===== config.mk =====
export PLATFORM = sky130hd
export DESIGN_NAME = usart_lin_idle_loopback_protect
export DESIGN_NICKNAME = d
export VERILOG_FILES = /design/src/core/usart_lin_pkg.sv /design/src/core/usart_lin_idle_loopback_protect.sv
export VERILOG_INCLUDE_DIRS = /design/src /design/src/core
export SDC_FILE = /design/constraint.sdc
export NUM_CORES = 1
export LEC_CHECK = 0
export BUFFER_PORTS_ARGS = -buffer_cell sky130_fd_sc_hd__buf_2
export CORE_MARGIN = 2
export CORE_UTILIZATION = 50
export CTS_CLUSTER_DIAMETER = 150
export DETAILED_ROUTE_END_ITERATION = 16
export MAX_ROUTING_LAYER = met4
export PLACE_DENSITY_LB_ADDON = 0.05
export SYNTH_ARGS = -nofsm -noshare
export SYNTH_HDL_FRONTEND = slang
export SYNTH_SLANG_ARGS = --single-unit

===== constraint.sdc =====
create_clock -name aclk -period 2.4 [get_ports aclk]
set_clock_uncertainty 0.15 [all_clocks]
set_input_delay 0.24 -clock aclk [delete_from_list [all_inputs] [get_ports aclk]]
set_output_delay 0.24 -clock aclk [all_outputs]
set_load 0.005 [all_outputs]

===== src/core/usart_lin_consts.svh =====
`ifndef USART_LIN_CONSTS_SVH
`define USART_LIN_CONSTS_SVH
// ==========================================
// Register byte offsets.
`define OFS_CMD    8'h00
`define OFS_MODE   8'h04
`define OFS_IENS   8'h08
`define OFS_IENC   8'h0c
`define OFS_IMASK  8'h10
`define OFS_FLAGS  8'h14
`define OFS_RXH    8'h18
`define OFS_TXH    8'h1c
`define OFS_BAUD   8'h20
`define OFS_RTO    8'h24
`define OFS_GUARD  8'h28
`define OFS_RATIO  8'h40
`define OFS_ERRS   8'h44
`define OFS_IRF    8'h4c
`define OFS_BIPH   8'h50
`define OFS_LINCFG 8'h54
`define OFS_LINID  8'h58
`define OFS_WPCFG  8'he4
`define OFS_WPFLG  8'he8
// ==========================================
// Command bit positions.
`define CMD_RXRST   2
`define CMD_TXRST   3
`define CMD_STACLR  8
`define CMD_ARMCHR  11
`define CMD_REARM   15
`define CMD_WAKE    21
// ==========================================
// Field positions and codes.
`define MODE_CHM_LO 14
`define LIN_MASTER  4'ha
`define LIN_SLAVE   4'hb
`define LIN_WAKESEL 6
`define ACT_SEND    2'h0
`define ACT_RECV    2'h1
`define FLG_RXRDY   0
`define FLG_TXRDY   1
`define FLG_TOUT    8
`define FLG_TRANSFER_COMPLETE_FLAG   15
`define WAKE_V20    8'hf0
`define WAKE_V13    8'h80
`define WP_KEY      24'h5a5a5a
// ==========================================
// Reset values.
`define RST_RATIO   32'h00000174
`define RST_BIPH    32'h30011004
`endif


===== src/core/usart_lin_pkg.sv =====
`default_nettype none
package usart_lin_pkg;
	// Channel routing modes.
	typedef enum logic [1:0] {CH_NORMAL, CH_ECHO, CH_LOCAL, CH_REMOTE} chan_mode_e;
	// Transmit serialiser states.
	typedef enum logic [1:0] {TX_IDLE, TX_START, TX_DATA, TX_STOP} tx_state_e;
endpackage
`default_nettype wire


===== src/core/usart_lin_idle_loopback_protect.sv =====
// Summary of operation
// - In LIN slave mode, DMA requests carry only response data bytes.
// - LIN 2.0 wake sends 0xF0.
// - LIN 1.3 wake sends 0x80.
// - Wake format select picks the character.
// - Wake command sends; completion sets flag.
// - Idle line raises time-out flag.
// - Zero load disables time-out entirely.
// - 17-bit counter, per bit, reload on char.
// - Arm command stops counter, clears flag.
// - Rearm command restarts counting at once.
// - Normal mode wires pins to transceiver.
// - Echo resends RXD, receiver stays active.
// - Local loopback, TXD held high.
// - Remote loopback, RXD straight to TXD.
// - Mode codes normal 0 to remote 3.
// - Protect enable blocks configuration writes.
// - Blocked write flags and records offset.
// - Only correct key clears violation flag.
// - Identifier writable only as LIN master.
// - Receiver reset command at bit 2.
//
// Chosen here: the AXI4-Lite register port.
`timescale 1ns/1ps
`default_nettype none
`include "usart_lin_consts.svh"
module usart_lin_idle_loopback_protect
	import usart_lin_pkg::*;
#(
	parameter int CNT_W = 17
)(
	input  wire logic        aclk,
	input  wire logic        aresetn,
	input  wire logic [7:0]  awaddr,
	input  wire logic        awvalid,
	output logic             awready,
	input  wire logic [31:0] wdata,
	input  wire logic [3:0]  wstrb,
	input  wire logic        wvalid,
	output logic             wready,
	output logic [1:0]       bresp,
	output logic             bvalid,
	input  wire logic        bready,
	input  wire logic [7:0]  araddr,
	input  wire logic        arvalid,
	output logic             arready,
	output logic [31:0]      rdata,
	output logic [1:0]       rresp,
	output logic             rvalid,
	input  wire logic        rready,
	input  wire logic        rxd,
	output logic             txd,
	output logic             tx_dma_req,
	output logic             rx_dma_req
);
	// ==========================================
	// Elaboration check.
	if (CNT_W != 17)
	begin : g_bad
		$error("Idle counter must be 17 bits wide.");
	end

	// Merges a written word into a register under byte strobes.
	function automatic logic [31:0] merge(input logic [31:0] old, input logic [31:0] nw, input logic [3:0] s);
		for (int i = 0; i < 4; i++)
			if (s[i])
				old[8*i +: 8] = nw[8*i +: 8];
		return old;
	endfunction

	// Tells whether an offset is protected when protection is on.
	function automatic logic is_prot(input logic [7:0] a);
		return a == `OFS_MODE || a == `OFS_BAUD || a == `OFS_RTO || a == `OFS_GUARD ||
			a == `OFS_RATIO || a == `OFS_IRF || a == `OFS_BIPH;
	endfunction

	// ==========================================
	// Register bus write side.
	logic [7:0]  aw_addr;      // Held write address.
	logic        aw_hold;      // Write address taken.
	logic [31:0] w_data;       // Held write data.
	logic [3:0]  w_strb;       // Held byte strobes.
	logic        w_hold;       // Write data taken.
	logic        wr_go;        // One-cycle write execution.
	logic [31:0] cmd;          // Command strobes, valid only with wr_go.

	assign awready = !aw_hold && !bvalid;
	assign wready  = !w_hold && !bvalid;
	assign wr_go   = aw_hold && w_hold && !bvalid;
	assign cmd     = (wr_go && aw_addr == `OFS_CMD) ? w_data : 32'h0;

	// Captures address and data in either order, then answers.
	always_ff @(posedge aclk)
	begin
		if (!aresetn)
		begin
			aw_hold <= 1'b0;
			w_hold  <= 1'b0;
			bvalid  <= 1'b0;
			bresp   <= 2'h0;
			aw_addr <= 8'h0;
			w_data  <= 32'h0;
			w_strb  <= 4'h0;
		end
		else
		begin
			if (awvalid && awready)
			begin
				aw_hold <= 1'b1;
				aw_addr <= awaddr;
			end
			if (wvalid && wready)
			begin
				w_hold <= 1'b1;
				w_data <= wdata;
				w_strb <= wstrb;
			end
			if (wr_go)
			begin
				// Unmapped or read-only targets answer with a slave error.
				aw_hold <= 1'b0;
				w_hold  <= 1'b0;
				bvalid  <= 1'b1;
				bresp   <= wr_ok(aw_addr) ? 2'h0 : 2'h2;
			end
			else if (bvalid && bready)
				bvalid <= 1'b0;
		end
	end

	// Offsets that accept writes.
	function automatic logic wr_ok(input logic [7:0] a);
		return a == `OFS_CMD || a == `OFS_IENS || a == `OFS_IENC || a == `OFS_TXH ||
			a == `OFS_LINCFG || a == `OFS_LINID || a == `OFS_WPCFG || is_prot(a);
	endfunction

	// ==========================================
	// Configuration registers.
	logic [31:0] mode_cfg;     // Channel mode configuration.
	logic [31:0] baud_div;     // Baud divider, low 16 bits used.
	logic [31:0] rto_cfg;      // Idle count load in low 17 bits.
	logic [31:0] guard, ratio, irf, biph; // Stored, not used here.
	logic [31:0] lin_cfg;      // LIN frame configuration.
	logic [7:0]  lin_ident;    // LIN identifier.
	logic [31:0] imask;        // Interrupt enable state.
	logic        wp_en;        // Protect enable.
	logic        wp_viol;      // Protect violation flag.
	logic [15:0] wp_src;       // Offending offset.
	logic        blocked;      // Current write is refused.
	chan_mode_e  chm;          // Decoded channel mode.
	logic [16:0] idle_load;    // Idle count load.

	assign blocked   = wp_en && is_prot(aw_addr);
	assign chm       = chan_mode_e'(mode_cfg[`MODE_CHM_LO +: 2]);
	assign idle_load = rto_cfg[16:0];

	// Applies writes to the configuration registers.
	always_ff @(posedge aclk)
	begin
		if (!aresetn)
		begin
			mode_cfg <= 32'h0;
			baud_div <= 32'h0;
			rto_cfg  <= 32'h0;
			guard    <= 32'h0;
			ratio    <= `RST_RATIO;
			irf      <= 32'h0;
			biph     <= `RST_BIPH;
			lin_cfg  <= 32'h0;
			lin_ident <= 8'h0;
			imask    <= 32'h0;
			wp_en    <= 1'b0;
			wp_viol  <= 1'b0;
			wp_src   <= 16'h0;
		end
		else if (wr_go)
		begin
			if (blocked)
			begin
				// Refused write only leaves a trace.
				wp_viol <= 1'b1;
				wp_src  <= {8'h0, aw_addr};
			end
			else
				case (aw_addr)
					`OFS_MODE:   mode_cfg <= merge(mode_cfg, w_data, w_strb);
					`OFS_BAUD:   baud_div <= merge(baud_div, w_data, w_strb);
					`OFS_RTO:    rto_cfg  <= merge(rto_cfg, w_data, w_strb);
					`OFS_GUARD:  guard    <= merge(guard, w_data, w_strb);
					`OFS_RATIO:  ratio    <= merge(ratio, w_data, w_strb);
					`OFS_IRF:    irf      <= merge(irf, w_data, w_strb);
					`OFS_BIPH:   biph     <= merge(biph, w_data, w_strb);
					`OFS_LINCFG: lin_cfg  <= merge(lin_cfg, w_data, w_strb);
					`OFS_IENS:   imask    <= imask | w_data;
					`OFS_IENC:   imask    <= imask & ~w_data;
					`OFS_LINID:
					begin
						// Only a LIN master may set the identifier.
						if (mode_cfg[3:0] == `LIN_MASTER && w_strb[0])
							lin_ident <= w_data[7:0];
					end
					`OFS_WPCFG:
					begin
						// A wrong key leaves everything as it was.
						if (w_data[31:8] == `WP_KEY)
						begin
							wp_en   <= w_data[0];
							wp_viol <= 1'b0;
						end
					end
					default:
					begin
					end
				endcase
		end
	end

	// ==========================================
	// Bit period divider.
	logic [15:0] div_cnt;      // Cycles left in the current bit.
	logic        bit_tick;     // One pulse per bit period.

	assign bit_tick = (div_cnt == 16'h0);

	// Runs the divider; a zero divisor is treated as one cycle.
	always_ff @(posedge aclk)
	begin
		if (!aresetn || bit_tick)
			div_cnt <= (baud_div[15:0] > 16'h1) ? baud_div[15:0] - 16'h1 : 16'h0;
		else
			div_cnt <= div_cnt - 16'h1;
	end

	// ==========================================
	// Transmitter.
	tx_state_e   tx_st;        // Serialiser state.
	logic [7:0]  tx_sh;        // Shift register.
	logic [2:0]  tx_bit;       // Data bit index.
	logic        tx_line;      // Transmitter output.
	logic        tx_full;      // Holding byte waiting.
	logic [7:0]  tx_hold;      // Holding byte.
	logic        tx_wake;      // Pending or sending a wake character.
	logic        transfer_complete_flag;        // Transfer complete flag.
	logic        tx_load;      // A byte or wake character arrives this cycle.

	// A new arrival must survive the tick that empties the holding slot.
	assign tx_load = (wr_go && aw_addr == `OFS_TXH) || cmd[`CMD_WAKE];

	// Serialises one 8N1 character per holding byte or wake command.
	always_ff @(posedge aclk)
	begin
		if (!aresetn || cmd[`CMD_TXRST] || chm == CH_REMOTE)
		begin
			tx_st   <= TX_IDLE;
			tx_sh   <= 8'h0;
			tx_bit  <= 3'h0;
			tx_line <= 1'b1;
			tx_full <= 1'b0;
			tx_hold <= 8'h0;
			tx_wake <= 1'b0;
		end
		else
		begin
			if (wr_go && aw_addr == `OFS_TXH)
			begin
				tx_full <= 1'b1;
				tx_hold <= w_data[7:0];
			end
			if (cmd[`CMD_WAKE])
			begin
				// Wake character replaces any waiting byte.
				tx_full <= 1'b1;
				tx_wake <= 1'b1;
				tx_hold <= lin_cfg[`LIN_WAKESEL] ? `WAKE_V13 : `WAKE_V20;
			end
			if (bit_tick)
				case (tx_st)
					TX_IDLE:
					begin
						if (tx_full)
						begin
							tx_st   <= TX_START;
							tx_sh   <= tx_hold;
							tx_full <= tx_load;
							tx_line <= 1'b0;
						end
					end
					TX_START:
					begin
						tx_st   <= TX_DATA;
						tx_line <= tx_sh[0];
						tx_sh   <= tx_sh >> 1;
						tx_bit  <= 3'h0;
					end
					TX_DATA:
					begin
						if (tx_bit == 3'h7)
						begin
							tx_st   <= TX_STOP;
							tx_line <= 1'b1;
						end
						else
						begin
							tx_line <= tx_sh[0];
							tx_sh   <= tx_sh >> 1;
							tx_bit  <= tx_bit + 3'h1;
						end
					end
					TX_STOP:
					begin
						tx_st <= TX_IDLE;
						if (!cmd[`CMD_WAKE])
							tx_wake <= 1'b0;
					end
					default:
						tx_st <= TX_IDLE;
				endcase
		end
	end

	// Sets the complete flag after a wake stop bit; setting beats clearing.
	always_ff @(posedge aclk)
	begin
		if (!aresetn)
			transfer_complete_flag <= 1'b0;
		else if (bit_tick && tx_st == TX_STOP && tx_wake)
			transfer_complete_flag <= 1'b1;
		else if (cmd[`CMD_STACLR])
			transfer_complete_flag <= 1'b0;
	end

	// ==========================================
	// Line routing by channel mode.
	logic rx_in;               // Receiver input after routing.

	// Receiver sees the pin except in the loopback modes.
	always_comb
	begin
		case (chm)
			CH_LOCAL:  rx_in = tx_line;
			CH_REMOTE: rx_in = 1'b1;
			default:   rx_in = rxd;
		endcase
	end

	// Drives the pin from the selected source.
	always_ff @(posedge aclk)
	begin
		if (!aresetn)
			txd <= 1'b1;
		else
			case (chm)
				CH_NORMAL: txd <= tx_line;
				CH_LOCAL:  txd <= 1'b1;
				default:   txd <= rxd;
			endcase
	end

	// ==========================================
	// Receiver.
	logic        rx_busy;      // Character in progress.
	logic [15:0] rx_cnt;       // Cycles to next sample.
	logic [3:0]  rx_bit;       // Bits sampled, start included.
	logic [7:0]  rx_sh;        // Incoming data.
	logic [7:0]  rx_hold;      // Last character.
	logic        rx_rdy;       // Character waiting.
	logic        rx_done;      // One-cycle end of character.
	logic [7:0]  rd_addr;      // Address of the read being answered.

	// Samples mid-bit after a falling edge on the routed input.
	always_ff @(posedge aclk)
	begin
		rx_done <= 1'b0;
		if (!aresetn || cmd[`CMD_RXRST] || chm == CH_REMOTE)
		begin
			rx_busy <= 1'b0;
			rx_cnt  <= 16'h0;
			rx_bit  <= 4'h0;
			rx_sh   <= 8'h0;
			rx_hold <= 8'h0;
			rx_rdy  <= 1'b0;
			rx_done <= 1'b0;
		end
		else
		begin
			if (rvalid && rready && rd_addr == `OFS_RXH)
				rx_rdy <= 1'b0;
			if (!rx_busy)
			begin
				if (!rx_in)
				begin
					rx_busy <= 1'b1;
					rx_bit  <= 4'h0;
					rx_cnt  <= {1'b0, baud_div[15:1]};
				end
			end
			else if (rx_cnt != 16'h0)
				rx_cnt <= rx_cnt - 16'h1;
			else
			begin
				rx_cnt <= (baud_div[15:0] > 16'h1) ? baud_div[15:0] - 16'h1 : 16'h0;
				rx_bit <= rx_bit + 4'h1;
				if (rx_bit == 4'h0 && rx_in)
					rx_busy <= 1'b0;
				else if (rx_bit == 4'h9)
				begin
					rx_busy <= 1'b0;
					rx_hold <= rx_sh;
					rx_rdy  <= 1'b1;
					rx_done <= 1'b1;
				end
				else if (rx_bit != 4'h0)
					rx_sh <= {rx_in, rx_sh[7:1]};
			end
		end
	end

	// ==========================================
	// Bus idle time-out.
	logic [16:0] to_cnt;       // Down counter.
	logic        to_run;       // Counter clock running.
	logic        to_flag;      // Time-out status.

	// Reloads on each character, counts per bit, stops when armed.
	always_ff @(posedge aclk)
	begin
		if (!aresetn || idle_load == 17'h0)
		begin
			to_cnt <= 17'h0;
			to_run <= 1'b0;
		end
		else if (cmd[`CMD_REARM])
		begin
			to_cnt <= idle_load;
			to_run <= 1'b1;
		end
		else if (cmd[`CMD_ARMCHR])
			to_run <= 1'b0;
		else if (rx_done)
		begin
			to_cnt <= idle_load;
			to_run <= 1'b1;
		end
		else if (to_run && bit_tick)
		begin
			to_cnt <= to_cnt - 17'h1;
			if (to_cnt == 17'h1)
				to_run <= 1'b0;
		end
	end

	// Raises the flag at zero; the raise beats the arm command's clear.
	always_ff @(posedge aclk)
	begin
		if (!aresetn || idle_load == 17'h0)
			to_flag <= 1'b0;
		else if (to_run && bit_tick && to_cnt == 17'h1 && !cmd[`CMD_REARM])
			to_flag <= 1'b1;
		else if (cmd[`CMD_ARMCHR])
			to_flag <= 1'b0;
	end

	// ==========================================
	// DMA requests follow the response action in slave operation.
	logic lin_slv;             // LIN slave selected.

	assign lin_slv    = mode_cfg[3:0] == `LIN_SLAVE;
	assign tx_dma_req = !tx_full && (!lin_slv || lin_cfg[1:0] == `ACT_SEND);
	assign rx_dma_req = rx_rdy && (!lin_slv || lin_cfg[1:0] == `ACT_RECV);

	// ==========================================
	// Register bus read side.

	assign arready = !rvalid;

	// Returns one word per read; unmapped offsets give a slave error.
	always_ff @(posedge aclk)
	begin
		if (!aresetn)
		begin
			rvalid  <= 1'b0;
			rdata   <= 32'h0;
			rresp   <= 2'h0;
			rd_addr <= 8'h0;
		end
		else if (arvalid && arready)
		begin
			rvalid  <= 1'b1;
			rd_addr <= araddr;
			rresp   <= 2'h0;
			case (araddr)
				`OFS_MODE:   rdata <= mode_cfg;
				`OFS_IMASK:  rdata <= imask;
				`OFS_FLAGS:  rdata <= ({31'h0, rx_rdy} << `FLG_RXRDY) | ({31'h0, !tx_full} << `FLG_TXRDY) |
					({31'h0, to_flag} << `FLG_TOUT) | ({31'h0, transfer_complete_flag} << `FLG_TRANSFER_COMPLETE_FLAG);
				`OFS_RXH:    rdata <= {24'h0, rx_hold};
				`OFS_BAUD:   rdata <= baud_div;
				`OFS_RTO:    rdata <= rto_cfg;
				`OFS_GUARD:  rdata <= guard;
				`OFS_RATIO:  rdata <= ratio;
				`OFS_IRF:    rdata <= irf;
				`OFS_BIPH:   rdata <= biph;
				`OFS_LINCFG: rdata <= lin_cfg;
				`OFS_LINID:  rdata <= {24'h0, lin_ident};
				`OFS_WPCFG:  rdata <= {31'h0, wp_en};
				`OFS_WPFLG:  rdata <= {8'h0, wp_src, 7'h0, wp_viol};
				`OFS_CMD, `OFS_IENS, `OFS_IENC, `OFS_TXH, `OFS_ERRS: rdata <= 32'h0;
				default:
				begin
					rdata <= 32'h0;
					rresp <= 2'h2;
				end
			endcase
		end
		else if (rvalid && rready)
			rvalid <= 1'b0;
	end

	// ==========================================
	// Checks.
	chk_to_off: assert property (@(posedge aclk) disable iff (!aresetn)
		idle_load == 17'h0 |=> !to_flag) else $error("Time-out flag set while disabled.");
	chk_to_fire: assert property (@(posedge aclk) disable iff (!aresetn)
		to_run && bit_tick && to_cnt == 17'h1 && !cmd[`CMD_REARM] && idle_load != 17'h0 |=> to_flag)
		else $error("Counter reached zero without flag.");
	chk_arm_halt: assert property (@(posedge aclk) disable iff (!aresetn)
		cmd[`CMD_ARMCHR] && !cmd[`CMD_REARM] |=> !to_run && $stable(to_cnt))
		else $error("Arm command did not halt counter.");
	chk_rearm_load: assert property (@(posedge aclk) disable iff (!aresetn)
		cmd[`CMD_REARM] && idle_load != 17'h0 |=> to_run && to_cnt == $past(idle_load))
		else $error("Rearm did not reload counter.");
	chk_local_high: assert property (@(posedge aclk) disable iff (!aresetn)
		chm == CH_LOCAL |=> txd) else $error("Pin not high in local loopback.");
	chk_remote_path: assert property (@(posedge aclk) disable iff (!aresetn)
		chm == CH_REMOTE |=> txd == $past(rxd)) else $error("Remote loopback path broken.");
	chk_prot_block: assert property (@(posedge aclk) disable iff (!aresetn)
		wr_go && blocked |=> wp_viol && $stable(mode_cfg) && $stable(rto_cfg))
		else $error("Protected write was not refused.");
	chk_ident_lock: assert property (@(posedge aclk) disable iff (!aresetn)
		wr_go && aw_addr == `OFS_LINID && mode_cfg[3:0] != `LIN_MASTER |=> $stable(lin_ident))
		else $error("Identifier changed outside master mode.");
	chk_wake_done: assert property (@(posedge aclk) disable iff (!aresetn)
		bit_tick && tx_st == TX_STOP && tx_wake |=> transfer_complete_flag) else $error("Wake completion not flagged.");
endmodule
`default_nettype wire


==> flow_metrics.tcl <==
set metrics [dict create \
    rsz0062_at_grt "true" \
    met3_usage_pct 4.73 \
    dieArea_um2 48400 \
    cp_num_buf_inv 2 \
    synth_seq_area_share_pct 42.6 \
    synth-seq-cells 496 \
    drive_above_1_share_pct 19.6 \
    post-route-min-period_ns 2.38 \
    grt_pass1_wl_um 133000 \
    synthesis.yosys.warnings 0 \
    portbufs 101 \
    antenna_violations_before_repair 4 \
    timing.final.hold_violations 0 \
    fp.dieW_um 220 \
    timing.final.crit_share_pct 99.1 \
    worstPathMaxFanout 22 \
    grt-ovfl-total 0 \
    start_util_pct 50.4 \
    synthArstFlopShare_pct 0 \
    finish.cell_count_without_fillers 3616 \
    cts-root-to-sink-buffers 3 \
    grt_max_degree 101 \
    critical-path-top-delay-family "simple AND/OR/NAND/NOR gates" \
    netlist-cell-type-count 99 \
    endpoint_kind "flop" \
    mappedNetlistArea_um2 23300 \
    htree_levels 2 \
    insertion_delay_ns 0.62 \
    ant_nets 0 \
    power_density_nw_per_um2 774 \
    timing.critical_path.slowest_stage_cell "or4_4" \
    grtUsageTotal_pct 37.5 \
    dp_cells 3429 \
    synthCells 2659 \
    critical_path_depth 7 \
    detail_route.wirelength_um 89500 \
    timing.critical_path.from_type "flop" \
    area_growth_syn_to_layout_pct 25.7 \
    drt_pre_antenna_iters 8 \
    vdd_ir_drop_max_mv 1.21 \
    dpl-instance-area_um2 26400 \
    clk_transition_reported_paths_ns 0.06 \
    via_count_of_the_first_global_routing_pass 21645 \
    nNetsFinal 3036 \
    p_leak_nw 12.1 \
    met1_use_gr_pct 44.8 \
    synthFlopType "dfxtp_1" \
    synth_area_per_cell_um2 8.77 \
    worstPathCellList "or4_4 > or4_4 > buf_6 > o21ai_4 > buf_12 > nand3_1 > o21ai_1" \
    drtIter0Drc 2272 \
    design.portCount 104 \
    most-common-layout-cells "493 x dfxtp_1, 485 x nand2_1, 275 x mux2i_1" \
    num_vias 22540 \
    worst-setup-path-type "flop to flop" \
    global_route.usage.met2_pct 60.5 \
    detail_route.wl_per_cell_um 24.8 \
    core-area_um2 46300 \
    postLayoutCellArea_um2 29300 \
    result_of_the_run "finished clean" \
    route.detailed.vias_per_inst 6.23 \
    tritoncts "yes" \
    cpPeakStageDelay_ns 0.57 \
    cp.required_ns 2.79 \
    mostFrequentLayoutCell "dfxtp_1" \
    fin_tns_setup_ns 0 \
    synth_edf_count 0 \
    placement_row_count 79 \
    worst-slew-pin-transition_ns 0.810 \
    fillers 3913 \
    cts_root_buf "clkbuf_16" \
    rr_worst_depth 7 \
    slew_headroom_pct 44.6 \
    achievable-frequency_mhz 421 \
    hold_path_class "primary input to flop" \
    dp_hpwl_um 63300 \
    die_y_um 220 \
    cp_common_cell "or4_4" \
    worstHoldPathCells 5 \
    place_congestion 0.948 \
    drv_slew 0 \
    drc 0 \
    cp.arrival_ns 2.76 \
    grt-busiest-layer "met2" \
    finalSetupViolCount 0 \
    drv_cap 0 \
    cts_made_buffers 55 \
    cts.sink_count 496 \
]
[final cells by class]
type                       count  area, um2  share of cell area (%)
antenna                        4       10.0                  0.0341
clock buffer                  80       1670                    5.70
clock inverter                23        290                   0.990
inverter                      32        123                   0.418
multi-input combinational   1928      12700                    43.2
sequential                   496       9940                    33.9
tap                          607        759                    2.59
timing repair buffer         446       3880                    13.2
[per-stage QoR]
step                      worst slack, ns  hold WS [ns]  util [%]  total power [mW]
final                              0.0222        0.0595      63.4              22.7
after global routing              -0.0495        0.0760      63.4              23.5
after CTS                        0.000945        0.0300      63.0              22.6
after detailed placement           -0.153         0.291      57.1              13.4
after global placement             -0.145         0.288      57.1              13.4
after floorplan                    -0.110         0.226         -              11.6
[state kept, by name, summed over array words and instances (netlist names), 4 cells and up, named ones only]
register / flops
baud_div: 32
aw_addr: 8
rto_cfg: 32
tx_sh: 8
div_cnt: 16
w_strb: 4
w_data: 32
mode_cfg: 32
rx_sh: 8
guard: 32
biph: 32
rx_hold: 8
tx_hold: 8
rx_bit: 4
rdata: 32
irf: 32
lin_cfg: 32
ratio: 32
wp_src: 8
to_cnt: 17
rx_cnt: 16
rd_addr: 8
lin_ident: 8
[where the power goes]
group / internal (mW) / switching (mW)
clock network: 5.47 / 3.62
registers: 8.53 / 0.382
logic: 2.01 / 2.71
[Yosys cell counts, types with 22 or more instances]
library cell  number  area, um2
dfxtp_1          496       9930
nand2_1          485       1820
mux2i_1          276       2760
a21oi_1          188        941
clkbuf_1         146        548
nor2_1           141        529
nand3_1           80        400
o21ai_0           57        285
a22oi_1           50        375
nor3_1            42        210
a311oi_1          38        333
buf_2             37        185
inv_1             31        116
a31oi_1           30        188
a211oi_1          29        218
nor4_1            27        169
nand4_1           24        150
nand3_2           23        230
mux2_2            22        248
[cells by family after synthesis]
kind of cell / count (synthesis) / share of synthesized area, %
other: 1 / 0.0161
multiplexers: 299 / 13.0
XOR/XNOR: 26 / 0.976
adder cells (fa/ha/maj): 17 / 0.912
buffers and inverters: 237 / 4.33
AND/OR/NAND/NOR: 1006 / 21.3
AO/OA/AOI/OAI: 577 / 16.9
flip-flops: 496 / 42.6
[what timing repair did]
item	in CTS	in global routing
hold buffers	75	0
resized for setup	6	37
gates cloned	0	1
setup endpoints to repair	8	280
pin swaps	2	3
buffers inserted	0	4
endpoints found under the hold margin	68	0
[worst register-to-register path: stages (launching register included)]
cell and delay, ns:
dfxtp_1 0.31, or4_4 0.54, or4_4 0.57, buf_6 0.17, o21ai_4 0.22, buf_12 0.18, nand3_1 0.09, o21ai_1 0.09
[metal layers]
| layer | wire, um | part of all wire (%) |
|---|---|---|
| met3 | 5640 | 6.3 |
| met1 | 35600 | 40 |
| met4 | 6090 | 6.8 |
| met5 | 0 | 0 |
| met2 | 42200 | 47 |
[final timing paths]
kind | start | end | slack, ns
worst min register to register | rd_addr[6] | rd_addr[6] | 0.30
worst max register to register | div_cnt[12] | div_cnt[10] | 0.02
worst max-delay path | div_cnt[12] | div_cnt[10] | 0.02
worst min-delay path | wvalid | w_data[18] | 0.06
(Power assumes the default switching activity.)
